**src/design/cabe_pkg.sv**
```systemverilog
package cabe_pkg;

    // Status flag bit positions
    localparam int FLAG_C = 0;
    localparam int FLAG_Z = 1;
    localparam int FLAG_N = 2;
    localparam int FLAG_V = 3;
    localparam int FLAG_S = 4;
    localparam int FLAG_H = 5;
    localparam int FLAG_T = 6;
    localparam int FLAG_I = 7;

    localparam logic [7:0] STATUS_RESET = 8'h00;
    localparam logic [7:0] LOCAL_FLAGS_RESET = 8'h00;

    // I/O space: six address bits, bit set/clear limited to the low range
    localparam int IO_ADDR_W = 6;
    localparam logic [5:0] IO_LOW_MAX = 6'h1f;
    localparam logic [5:0] LOCAL_FLAG_ADDR = 6'h02;

    // Program counter steps
    localparam int PC_W_DEFAULT = 12;
    localparam int OFFSET_W = 7;
    localparam int STEP_SEQ = 1;
    localparam int STEP_SKIP_ONE_WORD = 2;
    localparam int STEP_SKIP_TWO_WORD = 3;
    localparam int STEP_BRANCH = 1;

    typedef enum logic [3:0] {
        OP_ADD_CARRY,
        OP_WORD_IMM_ADD,
        OP_CMP_IMM,
        OP_REG_BIT_SKIP,
        OP_IO_BIT_SKIP,
        OP_BRANCH_SET,
        OP_BRANCH_CLEAR,
        OP_IO_BIT_SET,
        OP_IO_BIT_CLEAR,
        OP_IO_WRITE
    } cabe_op_e;

    typedef enum logic {
        ALU_ADD,
        ALU_SUB
    } cabe_alu_op_e;

endpackage

```
**src/design/cabe_alu_if.sv**
```systemverilog
`timescale 1ns/1ps
interface cabe_alu_if;
    import cabe_pkg::*;

    cabe_alu_op_e op;
    logic [7:0] a;
    logic [7:0] b;
    logic cin;
    logic [7:0] res;
    logic c;
    logic h;
    logic v;
    logic n;
    logic z;

    modport core (output op, output a, output b, output cin,
                  input res, input c, input h, input v, input n, input z);
    modport alu (input op, input a, input b, input cin,
                 output res, output c, output h, output v, output n, output z);
endinterface

```
**src/design/cabe_alu.sv**
```systemverilog
`timescale 1ns/1ps
module cabe_alu (
    cabe_alu_if.alu bus
);
    import cabe_pkg::*;

    // Borrow or carry out of a bit position, from operands and result
    function automatic logic carry_at(input logic a, input logic b, input logic r,
                                      input logic is_sub);
        if (is_sub) begin
            carry_at = (~a & b) | (b & r) | (r & ~a);
        end else begin
            carry_at = (a & b) | (b & ~r) | (~r & a);
        end
    endfunction

    // Eight-bit add or subtract with carry in and C, H, V, N, Z flags
    always_comb begin
        logic is_sub;
        is_sub = (bus.op == ALU_SUB);
        if (is_sub) begin
            bus.res = 8'(bus.a - bus.b - {7'h00, bus.cin});
        end else begin
            bus.res = 8'(bus.a + bus.b + {7'h00, bus.cin});
        end
        bus.c = carry_at(bus.a[7], bus.b[7], bus.res[7], is_sub);
        bus.h = carry_at(bus.a[3], bus.b[3], bus.res[3], is_sub);
        if (is_sub) begin
            bus.v = (bus.a[7] & ~bus.b[7] & ~bus.res[7]) | (~bus.a[7] & bus.b[7] & bus.res[7]);
        end else begin
            bus.v = (bus.a[7] & bus.b[7] & ~bus.res[7]) | (~bus.a[7] & ~bus.b[7] & bus.res[7]);
        end
        bus.n = bus.res[7];
        bus.z = (bus.res == 8'h00);
    end

endmodule

```
**src/design/cabe_exec.sv**
```systemverilog
`timescale 1ns/1ps
// Summary of operation
// - Add with carry, five flags, one clock
// - Word immediate add, five flags, two clocks
// - Compare immediate: flags only, one clock
// - Register bit clear skips by two/three
// - I/O bit clear skips by two/three
// - Branch when chosen flag set
// - Branch when chosen flag clear
// - Writing one clears local event flags
// - Bit set/clear rewrites whole register
// - Bit set/clear only addresses 0 to 31
module cabe_exec #(
    parameter int PC_W = cabe_pkg::PC_W_DEFAULT
) (
    input wire logic i_clk,
    input wire logic i_rst,
    input wire logic i_valid,
    output logic o_ready,
    input wire cabe_pkg::cabe_op_e i_op,
    input wire logic [7:0] i_rd_val,
    input wire logic [7:0] i_rr_val,
    input wire logic [7:0] i_imm,
    input wire logic [2:0] i_bit,
    input wire logic [cabe_pkg::OFFSET_W-1:0] i_offset,
    input wire logic [PC_W-1:0] i_pc,
    input wire logic i_next_two_word,
    input wire logic [cabe_pkg::IO_ADDR_W-1:0] i_io_addr,
    input wire logic [7:0] i_io_rdata,
    input wire logic [7:0] i_evt_set,
    output logic o_done,
    output logic o_refused,
    output logic o_wr_en,
    output logic o_wr_hi,
    output logic [7:0] o_wr_data,
    output logic o_pc_load,
    output logic [PC_W-1:0] o_pc_next,
    output logic o_io_we,
    output logic [cabe_pkg::IO_ADDR_W-1:0] o_io_addr,
    output logic [7:0] o_io_wdata,
    output logic [7:0] o_status,
    output logic [7:0] o_local_flags
);
    import cabe_pkg::*;

    typedef enum {ST_IDLE, ST_WORD_HI} cabe_state_e;

    // The offset sign extension needs room for the full offset
    if (PC_W < OFFSET_W + 1) begin : g_pc_w_check
        $error("PC_W too small for branch offset");
    end

    cabe_alu_if alu_bus ();

    cabe_alu u_alu (
        .bus(alu_bus.alu)
    );

    cabe_state_e state, next_state;
    logic [7:0] status, next_status;
    logic [7:0] local_flags, next_local_flags;
    logic [7:0] word_hi, next_word_hi;
    logic word_c, next_word_c;
    logic word_lo_zero, next_word_lo_zero;
    logic done, next_done;
    logic refused, next_refused;
    logic wr_en, next_wr_en;
    logic wr_hi, next_wr_hi;
    logic [7:0] wr_data, next_wr_data;
    logic [PC_W-1:0] pc_next, next_pc_next;
    logic io_we, next_io_we;
    logic [IO_ADDR_W-1:0] io_addr, next_io_addr;
    logic [7:0] io_wdata, next_io_wdata;

    // PC step as a PC-wide value
    function automatic logic [PC_W-1:0] pc_step(input logic [PC_W-1:0] pc, input int step);
        pc_step = PC_W'(pc + PC_W'(step));
    endfunction

    logic [7:0] io_val;
    logic [PC_W-1:0] offset_ext;
    logic [PC_W-1:0] pc_skip;
    logic [7:0] local_clear;
    logic w_res15;

    // Local flags are read in place of the outside register at their address
    assign io_val = (i_io_addr == LOCAL_FLAG_ADDR) ? local_flags : i_io_rdata;
    assign offset_ext = {{(PC_W - OFFSET_W){i_offset[OFFSET_W-1]}}, i_offset};
    assign pc_skip = i_next_two_word ? pc_step(i_pc, STEP_SKIP_TWO_WORD)
                                     : pc_step(i_pc, STEP_SKIP_ONE_WORD);
    assign w_res15 = alu_bus.res[7];
    assign o_ready = (state == ST_IDLE);

    // ALU operand steering; the word high byte only ripples the low carry
    always_comb begin
        alu_bus.op = ALU_ADD;
        alu_bus.a = i_rd_val;
        alu_bus.b = i_rr_val;
        alu_bus.cin = status[FLAG_C];
        if (state == ST_WORD_HI) begin
            alu_bus.a = word_hi;
            alu_bus.b = 8'h00;
            alu_bus.cin = word_c;
        end else if (i_op == OP_CMP_IMM) begin
            alu_bus.op = ALU_SUB;
            alu_bus.b = i_imm;
            alu_bus.cin = 1'b0;
        end else if (i_op == OP_WORD_IMM_ADD) begin
            alu_bus.b = i_imm;
            alu_bus.cin = 1'b0;
        end
    end

    // Instruction sequencing, flags, program counter and I/O writes
    always_comb begin
        next_state = state;
        next_status = status;
        next_word_hi = word_hi;
        next_word_c = word_c;
        next_word_lo_zero = word_lo_zero;
        next_done = 1'b0;
        next_refused = 1'b0;
        next_wr_en = 1'b0;
        next_wr_hi = 1'b0;
        next_wr_data = wr_data;
        next_pc_next = pc_next;
        next_io_we = 1'b0;
        next_io_addr = io_addr;
        next_io_wdata = io_wdata;
        local_clear = 8'h00;
        if (state == ST_WORD_HI) begin
            // Second clock: high byte and whole-word flags
            next_wr_en = 1'b1;
            next_wr_hi = 1'b1;
            next_wr_data = alu_bus.res;
            next_status[FLAG_N] = w_res15;
            next_status[FLAG_V] = ~word_hi[7] & w_res15;
            next_status[FLAG_C] = ~w_res15 & word_hi[7];
            next_status[FLAG_Z] = word_lo_zero & alu_bus.z;
            next_status[FLAG_S] = w_res15 ^ (~word_hi[7] & w_res15);
            next_pc_next = pc_step(pc_next, 0);
            next_done = 1'b1;
            next_state = ST_IDLE;
        end else if (i_valid) begin
            next_done = 1'b1;
            next_pc_next = pc_step(i_pc, STEP_SEQ);
            case (i_op)
                OP_ADD_CARRY: begin
                    next_wr_en = 1'b1;
                    next_wr_data = alu_bus.res;
                    next_status[FLAG_Z] = alu_bus.z;
                    next_status[FLAG_C] = alu_bus.c;
                    next_status[FLAG_N] = alu_bus.n;
                    next_status[FLAG_V] = alu_bus.v;
                    next_status[FLAG_H] = alu_bus.h;
                end
                OP_WORD_IMM_ADD: begin
                    // First clock: low byte, keep carry for the high byte
                    next_done = 1'b0;
                    next_wr_en = 1'b1;
                    next_wr_data = alu_bus.res;
                    next_word_hi = i_rr_val;
                    next_word_c = alu_bus.c;
                    next_word_lo_zero = alu_bus.z;
                    next_state = ST_WORD_HI;
                end
                OP_CMP_IMM: begin
                    next_status[FLAG_Z] = alu_bus.z;
                    next_status[FLAG_C] = alu_bus.c;
                    next_status[FLAG_N] = alu_bus.n;
                    next_status[FLAG_V] = alu_bus.v;
                    next_status[FLAG_H] = alu_bus.h;
                end
                OP_REG_BIT_SKIP: begin
                    if (!i_rd_val[i_bit]) begin
                        next_pc_next = pc_skip;
                    end
                end
                OP_IO_BIT_SKIP: begin
                    if (!io_val[i_bit]) begin
                        next_pc_next = pc_skip;
                    end
                end
                OP_BRANCH_SET: begin
                    if (status[i_bit]) begin
                        next_pc_next = PC_W'(i_pc + offset_ext + PC_W'(STEP_BRANCH));
                    end
                end
                OP_BRANCH_CLEAR: begin
                    if (!status[i_bit]) begin
                        next_pc_next = PC_W'(i_pc + offset_ext + PC_W'(STEP_BRANCH));
                    end
                end
                OP_IO_BIT_SET, OP_IO_BIT_CLEAR: begin
                    if (i_io_addr > IO_LOW_MAX) begin
                        // Refusal still moves the PC on, but never counts as done
                        next_done = 1'b0;
                        next_refused = 1'b1;
                    end else begin
                        // Whole register goes back, so set flags read as one get cleared
                        next_io_wdata = io_val;
                        next_io_wdata[i_bit] = (i_op == OP_IO_BIT_SET);
                        next_io_addr = i_io_addr;
                        next_io_we = (i_io_addr != LOCAL_FLAG_ADDR);
                        if (i_io_addr == LOCAL_FLAG_ADDR) begin
                            local_clear = next_io_wdata;
                        end
                    end
                end
                OP_IO_WRITE: begin
                    next_io_wdata = i_rd_val;
                    next_io_addr = i_io_addr;
                    next_io_we = (i_io_addr != LOCAL_FLAG_ADDR);
                    if (i_io_addr == LOCAL_FLAG_ADDR) begin
                        local_clear = i_rd_val;
                    end
                end
                default: begin
                    next_done = 1'b0;
                    next_refused = 1'b1;
                end
            endcase
        end
        // Write one clears, write zero keeps; a new event wins over a clear
        next_local_flags = (local_flags & ~local_clear) | i_evt_set;
    end

    // Register stage
    always_ff @(posedge i_clk) begin
        if (i_rst) begin
            state <= ST_IDLE;
            status <= STATUS_RESET;
            local_flags <= LOCAL_FLAGS_RESET;
            word_hi <= 8'h00;
            word_c <= 1'b0;
            word_lo_zero <= 1'b0;
            done <= 1'b0;
            refused <= 1'b0;
            wr_en <= 1'b0;
            wr_hi <= 1'b0;
            wr_data <= 8'h00;
            pc_next <= '0;
            io_we <= 1'b0;
            io_addr <= '0;
            io_wdata <= 8'h00;
        end else begin
            state <= next_state;
            status <= next_status;
            local_flags <= next_local_flags;
            word_hi <= next_word_hi;
            word_c <= next_word_c;
            word_lo_zero <= next_word_lo_zero;
            done <= next_done;
            refused <= next_refused;
            wr_en <= next_wr_en;
            wr_hi <= next_wr_hi;
            wr_data <= next_wr_data;
            pc_next <= next_pc_next;
            io_we <= next_io_we;
            io_addr <= next_io_addr;
            io_wdata <= next_io_wdata;
        end
    end

    // Registered outputs
    assign o_done = done;
    assign o_refused = refused;
    assign o_wr_en = wr_en;
    assign o_wr_hi = wr_hi;
    assign o_wr_data = wr_data;
    assign o_pc_load = done | refused;
    assign o_pc_next = pc_next;
    assign o_io_we = io_we;
    assign o_io_addr = io_addr;
    assign o_io_wdata = io_wdata;
    assign o_status = status;
    assign o_local_flags = local_flags;

endmodule

```
**config.mk**
```make
export PLATFORM = sky130hd
export DESIGN_NAME = cabe_exec
export DESIGN_NICKNAME = d
export VERILOG_FILES = /design/src/design/cabe_pkg.sv /design/src/design/cabe_alu_if.sv /design/src/design/cabe_alu.sv /design/src/design/cabe_exec.sv
export SDC_FILE = /design/constraint.sdc
export NUM_CORES = 1
export LEC_CHECK = 0
export ABC_AREA = 0
export BUFFER_PORTS_ARGS = -buffer_cell sky130_fd_sc_hd__buf_2
export CELL_PAD_IN_SITES_DETAIL_PLACEMENT = 0
export CELL_PAD_IN_SITES_GLOBAL_PLACEMENT = 1
export CORE_AREA = 2 2 113 159
export CTS_CLUSTER_SIZE = 20
export DETAILED_ROUTE_END_ITERATION = 7
export DIE_AREA = 0 0 115 161
export HOLD_SLACK_MARGIN = 0.12
export PLACE_DENSITY = 0.76
export SYNTH_ARGS = -nofsm -noshare
export SYNTH_HDL_FRONTEND = slang
export SYNTH_HIERARCHICAL = 1
export SYNTH_SLANG_ARGS = --single-unit
```
**constraint.sdc**
```tcl
create_clock -name i_clk -period 3.65 [get_ports i_clk]
set_clock_uncertainty 0.2 [all_clocks]
set_input_delay 0.1825 -clock i_clk [delete_from_list [all_inputs] [get_ports i_clk]]
set_output_delay 0.1825 -clock i_clk [all_outputs]
set_load 0.01 [all_outputs]
```
==> results of run 1 <==
==> cells by family (layout without fill, tap and decap cells) <==
| group | after synthesis | count (layout) |
|---|---|---|
| AND/OR/NAND/NOR | 264 | 264 |
| XOR/XNOR | 38 | 38 |
| multiplexers | 71 | 71 |
| other | 1 | 3 |
| flip-flops | 64 | 64 |
| adder cells (fa/ha/maj) | 42 | 42 |
| AO/OA/AOI/OAI | 190 | 190 |
| buffers and inverters | 96 | 294 |
==> critical path, stage by stage <==
cell and delay (ns):
dlygate4sd3_1 0.52, buf_2 0.14, mux2i_1 0.08, nor2_1 0.14, inv_1 0.07, fa_1 0.54
buf_4 0.13, ha_1 0.19, o21ai_4 0.08, a2111oi_4 0.42, nor2_2 0.10, xnor2_1 0.15
a221o_1 0.34, a22oi_2 0.16, nand2_1 0.07, a21oi_1 0.13, a21oi_1 0.05, nor2_1 0.10
==> timing repair <==
item	4_1_cts	5_1_grt
gates resized for setup	1	25
endpoints found under the setup margin	2	5
hold endpoints to repair	33	0
setup buffers	0	7
cloned	0	0
pin swaps	0	10
hold buffers	32	0
==> flip-flops by register name (all words and copies together) (netlist names) <==
name	flops
o_pc_next	12
o_io_we	1
o_wr_hi	1
o_io_wdata	8
state	1
o_wr_en	1
o_local_flags	8
o_done	1
o_refused	1
word_hi	8
word_c	1
o_wr_data	8
word_lo_zero	1
o_status	6
o_io_addr	6
==> metal layers <==
layer | up-vias | GRT usage | part of all wire
met1 | 2971 | 0.244 | 0.40
met5 | - | 0 | 0.00044
li1 | 3124 | - | -
met4 | 2 | 0.105 | 0.045
met3 | 49 | 0.0330 | 0.041
met2 | 174 | 0.398 | 0.52
==> layout by cell type, fill, tap and decap left out, drive strengths merged, types with 6 or more instances in the layout <==
cell and n:
ha 37, mux2i 54, xnor2 21, a21oi 59, nand3 19, nor2 105, clkbuf 9, buf 199
a221oi 12, nor2b 10, nand2b 8, dfxtp 64, dlygate4sd3 32, xor2 16, a22oi 11, a211oi 21
inv 47, a31oi 8, or3 6, o21ai 36, nand2 54, mux2 14, nor3 27
==> area by class of cell <==
cell class	instances	area share
multi-input cells	607	0.554
repair buffers	231	0.191
flip-flops and latches	64	0.163
well taps	206	0.0327
clock buffers	9	0.0286
inverters	48	0.0229
clock inverters	6	0.00779
diodes	1	0.000318
==> worst paths after layout <==
kind | endpoint | slack, ns | depth (start not counted)
worst min register to register | o_io_addr[2]$_SDFFE_PP0P_ | 0.26 | 2
worst max register to register | o_status[0]$_SDFFE_PP0P_ | 0.20 | 15
worst max-delay path | o_status[0]$_SDFFE_PP0P_ | 0.11 | 18
worst min-delay path | o_pc_next[10]$_SDFFE_PP0P_ | 0.13 | 3
==> report_power, final <==
group | switching (mW) | internal, mW
Sequential | 0.0225 | 0.731
Combinational | 0.506 | 0.442
Clock | 0.332 | 0.522
Total | 0.860 | 1.70
==> stage by stage <==
step	cells	setup WS, ns	TNS [ns]	power, mW
6_report	1172	0.112	0	2.56
5_1_grt	1171	-0.0328	-0.0557	2.70
4_1_cts	1164	0.00434	0	2.53
3_5_place_dp	1117	-0.320	-1.27	1.63
3_3_place_gp	1117	-0.286	-1.12	1.63
2_1_floorplan	767	0.0104	0	1.31
==> results.sh, run 1 <==
export IMPL_cts_buffer_depth=2
export IMPL_synth_cells=766
export IMPL_startpoint_type="input port"
export IMPL_synth_area_leaders="dfxtp_1 22%, mux2i_1 9.0%, ha_1 7.8%"
export IMPL_final_area_sq_um=7870
export IMPL_r2r_start="state[0]$_SDFFE_PP0P_"
export IMPL_post_drt_wl_per_cell_microns=17.4
export IMPL_fin_crit_sh=0.969
export IMPL_area_growth_pct=33.3
export IMPL_hold_slack_ns=0.132
export IMPL_die_w_microns=115
export IMPL_die_h_microns=161
export IMPL_core_area_sq_um=17100
export IMPL_crit_type="input port to flip-flop"
export IMPL_grt_pass1_vias=6293
export IMPL_fin_nets=1079
export IMPL_required_ns=3.72
export IMPL_cp_startpoint="i_rr_val[0]"
export IMPL_grt_pass1_wl_microns=31700
export IMPL_hold_path_class="input port to flip-flop"
export IMPL_multi_input_area_sq_um=4360
export IMPL_synth_seq_cells=64
export IMPL_synth_main_ff_cell="dfxtp_1"
export IMPL_hold_violations=0
export IMPL_cts_tree="built"
export IMPL_p_leak_nw=3.74
export IMPL_overflow=0
export IMPL_synth_mux_area_frac=0.132
export IMPL_synth_top_area_frac=0.217
export IMPL_n_fill_cell=1764
export IMPL_yosysMostFrequentCell="nor2_1"
export IMPL_grt_start_max_net_pins=29
export IMPL_insertion_delay_ns=0.33
export IMPL_via_count=6320
export IMPL_initial_core_util=0.345
export IMPL_regArea_sq_um=1280
export IMPL_irDropWorstVdd_mv=0.191
export IMPL_final_util=0.460
export IMPL_synthArstFlopShare=0
export IMPL_seq_area_frac_synth=0.217
export IMPL_setup_viol=0
export IMPL_p_per_area_nw_per_um2=325
export IMPL_synth_xor_area_share=0.0587
export IMPL_synth_compound_area_frac=0.216
export IMPL_drive_above_1_share=0.282
export IMPL_end_kind="flip-flop"
export IMPL_fmax_mhz=283
export IMPL_tightestPinTransition_ns=0.924
export IMPL_drt_iter0_markers=284
export IMPL_cts_buffers=9
export IMPL_cts_sinks=64
export IMPL_maxCapViolations=0
export IMPL_synth_avg_cell_area_sq_um=7.71
export IMPL_synth_commonest_cells="103 x nor2_1, 64 x dfxtp_1, 58 x a21oi_1"
export IMPL_htree_levels=3
export IMPL_cts_root_buffer="clkbuf_16"
export IMPL_drv_slew=0
export IMPL_ys_types=82
export IMPL_syn_area_sq_um=5900
export IMPL_drt_total_wl_microns=20300
export IMPL_crit_fanout=3
export IMPL_place_gp_congestion=0.941
export IMPL_clk_pin_slew_worst_paths_ns=0.06
export IMPL_synth_fa_ha_area_frac=0.0954
export IMPL_hpwl_microns=15900
export IMPL_antenna_found_initial=2
export IMPL_fin_crit_ns=3.54
export IMPL_arrival_ns=3.61
export IMPL_hold_start="i_pc[10]"
export IMPL_die_area_sq_um=18500
export IMPL_synth_top_area_cell="dfxtp_1"
export IMPL_ys_warn_count=6
export IMPL_yosys_area_share_simple=0.216
export IMPL_place_area_sq_um=7090
export IMPL_synth_top_family_by_area="simple AND/OR/NAND/NOR gates"
export IMPL_ant_nets=0
export IMPL_vias_per_cell=5.39
export IMPL_port_buffers=130
export IMPL_relSlewSlack=0.383
export IMPL_grt_util_all_layers=0.218
export IMPL_fp_row_count=57
export IMPL_outcome="complete, no violations"
export IMPL_synth_edf_count=0
export IMPL_ios=133
export IMPL_firstDrtPassIters=6
export IMPL_drc=0
export IMPL_rsz0062_at_grt="yes"
(Power assumes the default switching activity.)
==> run 2: changes to the inputs <==
Settings changed: SETUP_SLACK_MARGIN set to 0.15.
==> run 2 against run 1 <==
Effect of this change: register-to-register slack better by 0.06 ns; worst setup slack better by 0.15 ns; largest cell class unchanged; first-iteration DRC count is 7.7% higher; sequential power hardly changed; final area is 1.7% higher; die area stayed put; global-route usage is 0.49 points higher; critical path depth is 1 lower; non-clock buffer count is 6 lower; worst hold slack better by 0.0044 ns.
==> results.sh, run 2 (synthesized netlist as in run 1, its figures left out) <==
export IMPL_outcome="complete, no violations"
export IMPL_overflow=0
export IMPL_required_ns=3.73
export IMPL_end_kind="flip-flop"
export IMPL_cts_buffer_depth=2
export IMPL_arrival_ns=3.47
export IMPL_ios=133
export IMPL_cts_buffers=9
export IMPL_final_cell_mix="130 x buf_2, 100 x nor2_1, 63 x dfxtp_1"
export IMPL_cts_sinks=64
export IMPL_n_fill_cell=1788
export IMPL_port_buffers=130
export IMPL_slowest_delay_ns=0.58
export IMPL_drive_above_1_share=0.294
export IMPL_hold_violations=0
export IMPL_power_mw=2.57
export IMPL_clk_pin_slew_worst_paths_ns=0.06
export IMPL_die_area_sq_um=18500
export IMPL_cts_root_buffer="clkbuf_16"
export IMPL_startpoint_type="flip-flop"
export IMPL_fin_nets=1073
export IMPL_diodes=0
export IMPL_crit_fanout=6
export IMPL_area_growth_pct=35.6
export IMPL_grt_pass1_wl_microns=32200
export IMPL_cp_startpoint="state[0]$_SDFFE_PP0P_"
export IMPL_drv_slew=0
export IMPL_ant_nets=0
export IMPL_rsz0062_at_grt="yes"
export IMPL_mostFrequentLayoutCell="buf_2"
export IMPL_drt_total_wl_microns=20800
export IMPL_fin_crit_ns=3.39
export IMPL_insertion_delay_ns=0.34
export IMPL_r2r_start="state[0]$_SDFFE_PP0P_"
export IMPL_vias_per_cell=5.43
export IMPL_firstDrtPassIters=5
export IMPL_relSlewSlack=0.409
export IMPL_drc=0
export IMPL_crit_slowest_cell="fa_2"
export IMPL_fp_row_count=57
export IMPL_maxCapViolations=0
export IMPL_initial_core_util=0.345
export IMPL_post_drt_wl_per_cell_microns=17.8
export IMPL_critPathBufInv=4
export IMPL_hold_start="i_pc[10]"
export IMPL_p_leak_nw=3.75
export IMPL_critPathTopFamily="adder cells"
export IMPL_fin_crit_sh=0.929
export IMPL_drt_iter0_markers=306
export IMPL_crit_type="flip-flop to flip-flop"
export IMPL_htree_levels=3
export IMPL_antenna_found_initial=2
export IMPL_via_count=6321
export IMPL_fmax_mhz=295
export IMPL_setup_viol=0
export IMPL_irDropWorstVdd_mv=0.170
export IMPL_place_gp_congestion=0.898
export IMPL_p_per_area_nw_per_um2=320
export IMPL_tightestPinTransition_ns=0.884
export IMPL_grt_pass1_vias=6238
export IMPL_die_w_microns=115
export IMPL_grt_start_max_net_pins=34
export IMPL_hold_path_class="input port to flip-flop"
export IMPL_crit_chain="buf_12 > o21ai_4 > inv_1 > fa_2 > inv_2 > ha_4 > o21ai_4 > buf_4 > nand3b_1 > xor2_1 > mux2i_1 > o211ai_1 > nor4_2 > o21ai_0 > nor2_1 > a21oi_1 > nor2_1"
export IMPL_hpwl_microns=16100
export IMPL_core_area_sq_um=17100
export IMPL_cts_tree="built"
export IMPL_hold_slack_ns=0.137
export IMPL_r2r_slack_ns=0.26
export IMPL_largest_reg_flops=12
export IMPL_grt_util_all_layers=0.223
export IMPL_die_h_microns=161
-- run 2: changes by cell type in the layout (fill, tap and decap cells not counted), moves of 3 or more --
| cell | before | now |
|---|---|---|
| ha_1 | 35 | 30 |
| nor2_4 | 1 | 4 |
| nor2b_2 | 3 | 0 |
| inv_2 | 3 | 6 |
| buf_4 | 68 | 59 |
| ha_4 | 1 | 7 |
| inv_1 | 44 | 40 |
-- run 2: worst min-delay path, delay by kind of cell --
| family | cells | cell delay [ns] |
|---|---|---|
| AO/OA/AOI/OAI | 2 | 0.32 |
| buffers and inverters | 1 | 0.13 |
-- run 2: what timing repair did --
item,in CTS,in global routing
gates resized for setup,7,36
endpoints found under the hold margin,33,0
hold buffers,32,0
pin swaps,1,15
cloned,0,1
setup buffers,0,7
setup endpoints to repair,4,8
-- run 2: worst paths after layout --
check | end | depth (start not counted)
setup / recovery | o_status[1]$_SDFFE_PP0P_ | 17
hold / removal | o_pc_next[10]$_SDFFE_PP0P_ | 3
hold reg to reg | o_io_addr[2]$_SDFFE_PP0P_ | 2
setup reg to reg | o_status[1]$_SDFFE_PP0P_ | 17
-- run 2: report_power, final --
part	internal [mW]	switching [mW]	total [mW]
registers	0.732	0.0231	0.755
clock network	0.521	0.328	0.849
logic	0.443	0.519	0.963
-- run 2: routing by layer --
layer,vias up,share of wire,global-route usage
li1,3120,-,-
met1,2950,0.38,0.245
met2,195,0.53,0.417
met3,54,0.047,0.0390
met4,2,0.038,0.0871
met5,-,0.00063,0
-- run 2: through the flow --
stage	area, sq um	util	std cells	setup TNS (ns)	setup slack, ns
final	8010	0.468	1165	0	0.260
after global routing	8010	0.468	1165	0	0.0631
after CTS	7760	0.454	1157	0	0.135
after detailed placement	7120	0.416	1110	-0.494	-0.188
after global placement	7120	0.416	1110	-0.406	-0.148
after floorplan	6020	-	767	0	0.149
-- run 2: layout make-up --
| cell class | instances | area [sq um] | area share |
|---|---|---|---|
| clock buffers | 9 | 225 | 0.0281 |
| clock inverters | 6 | 61.3 | 0.00766 |
| inverters | 48 | 183 | 0.0228 |
| multi-input cells | 607 | 4500 | 0.562 |
| flip-flops and latches | 64 | 1280 | 0.160 |
| well taps | 206 | 258 | 0.0322 |
| repair buffers | 225 | 1490 | 0.186 |
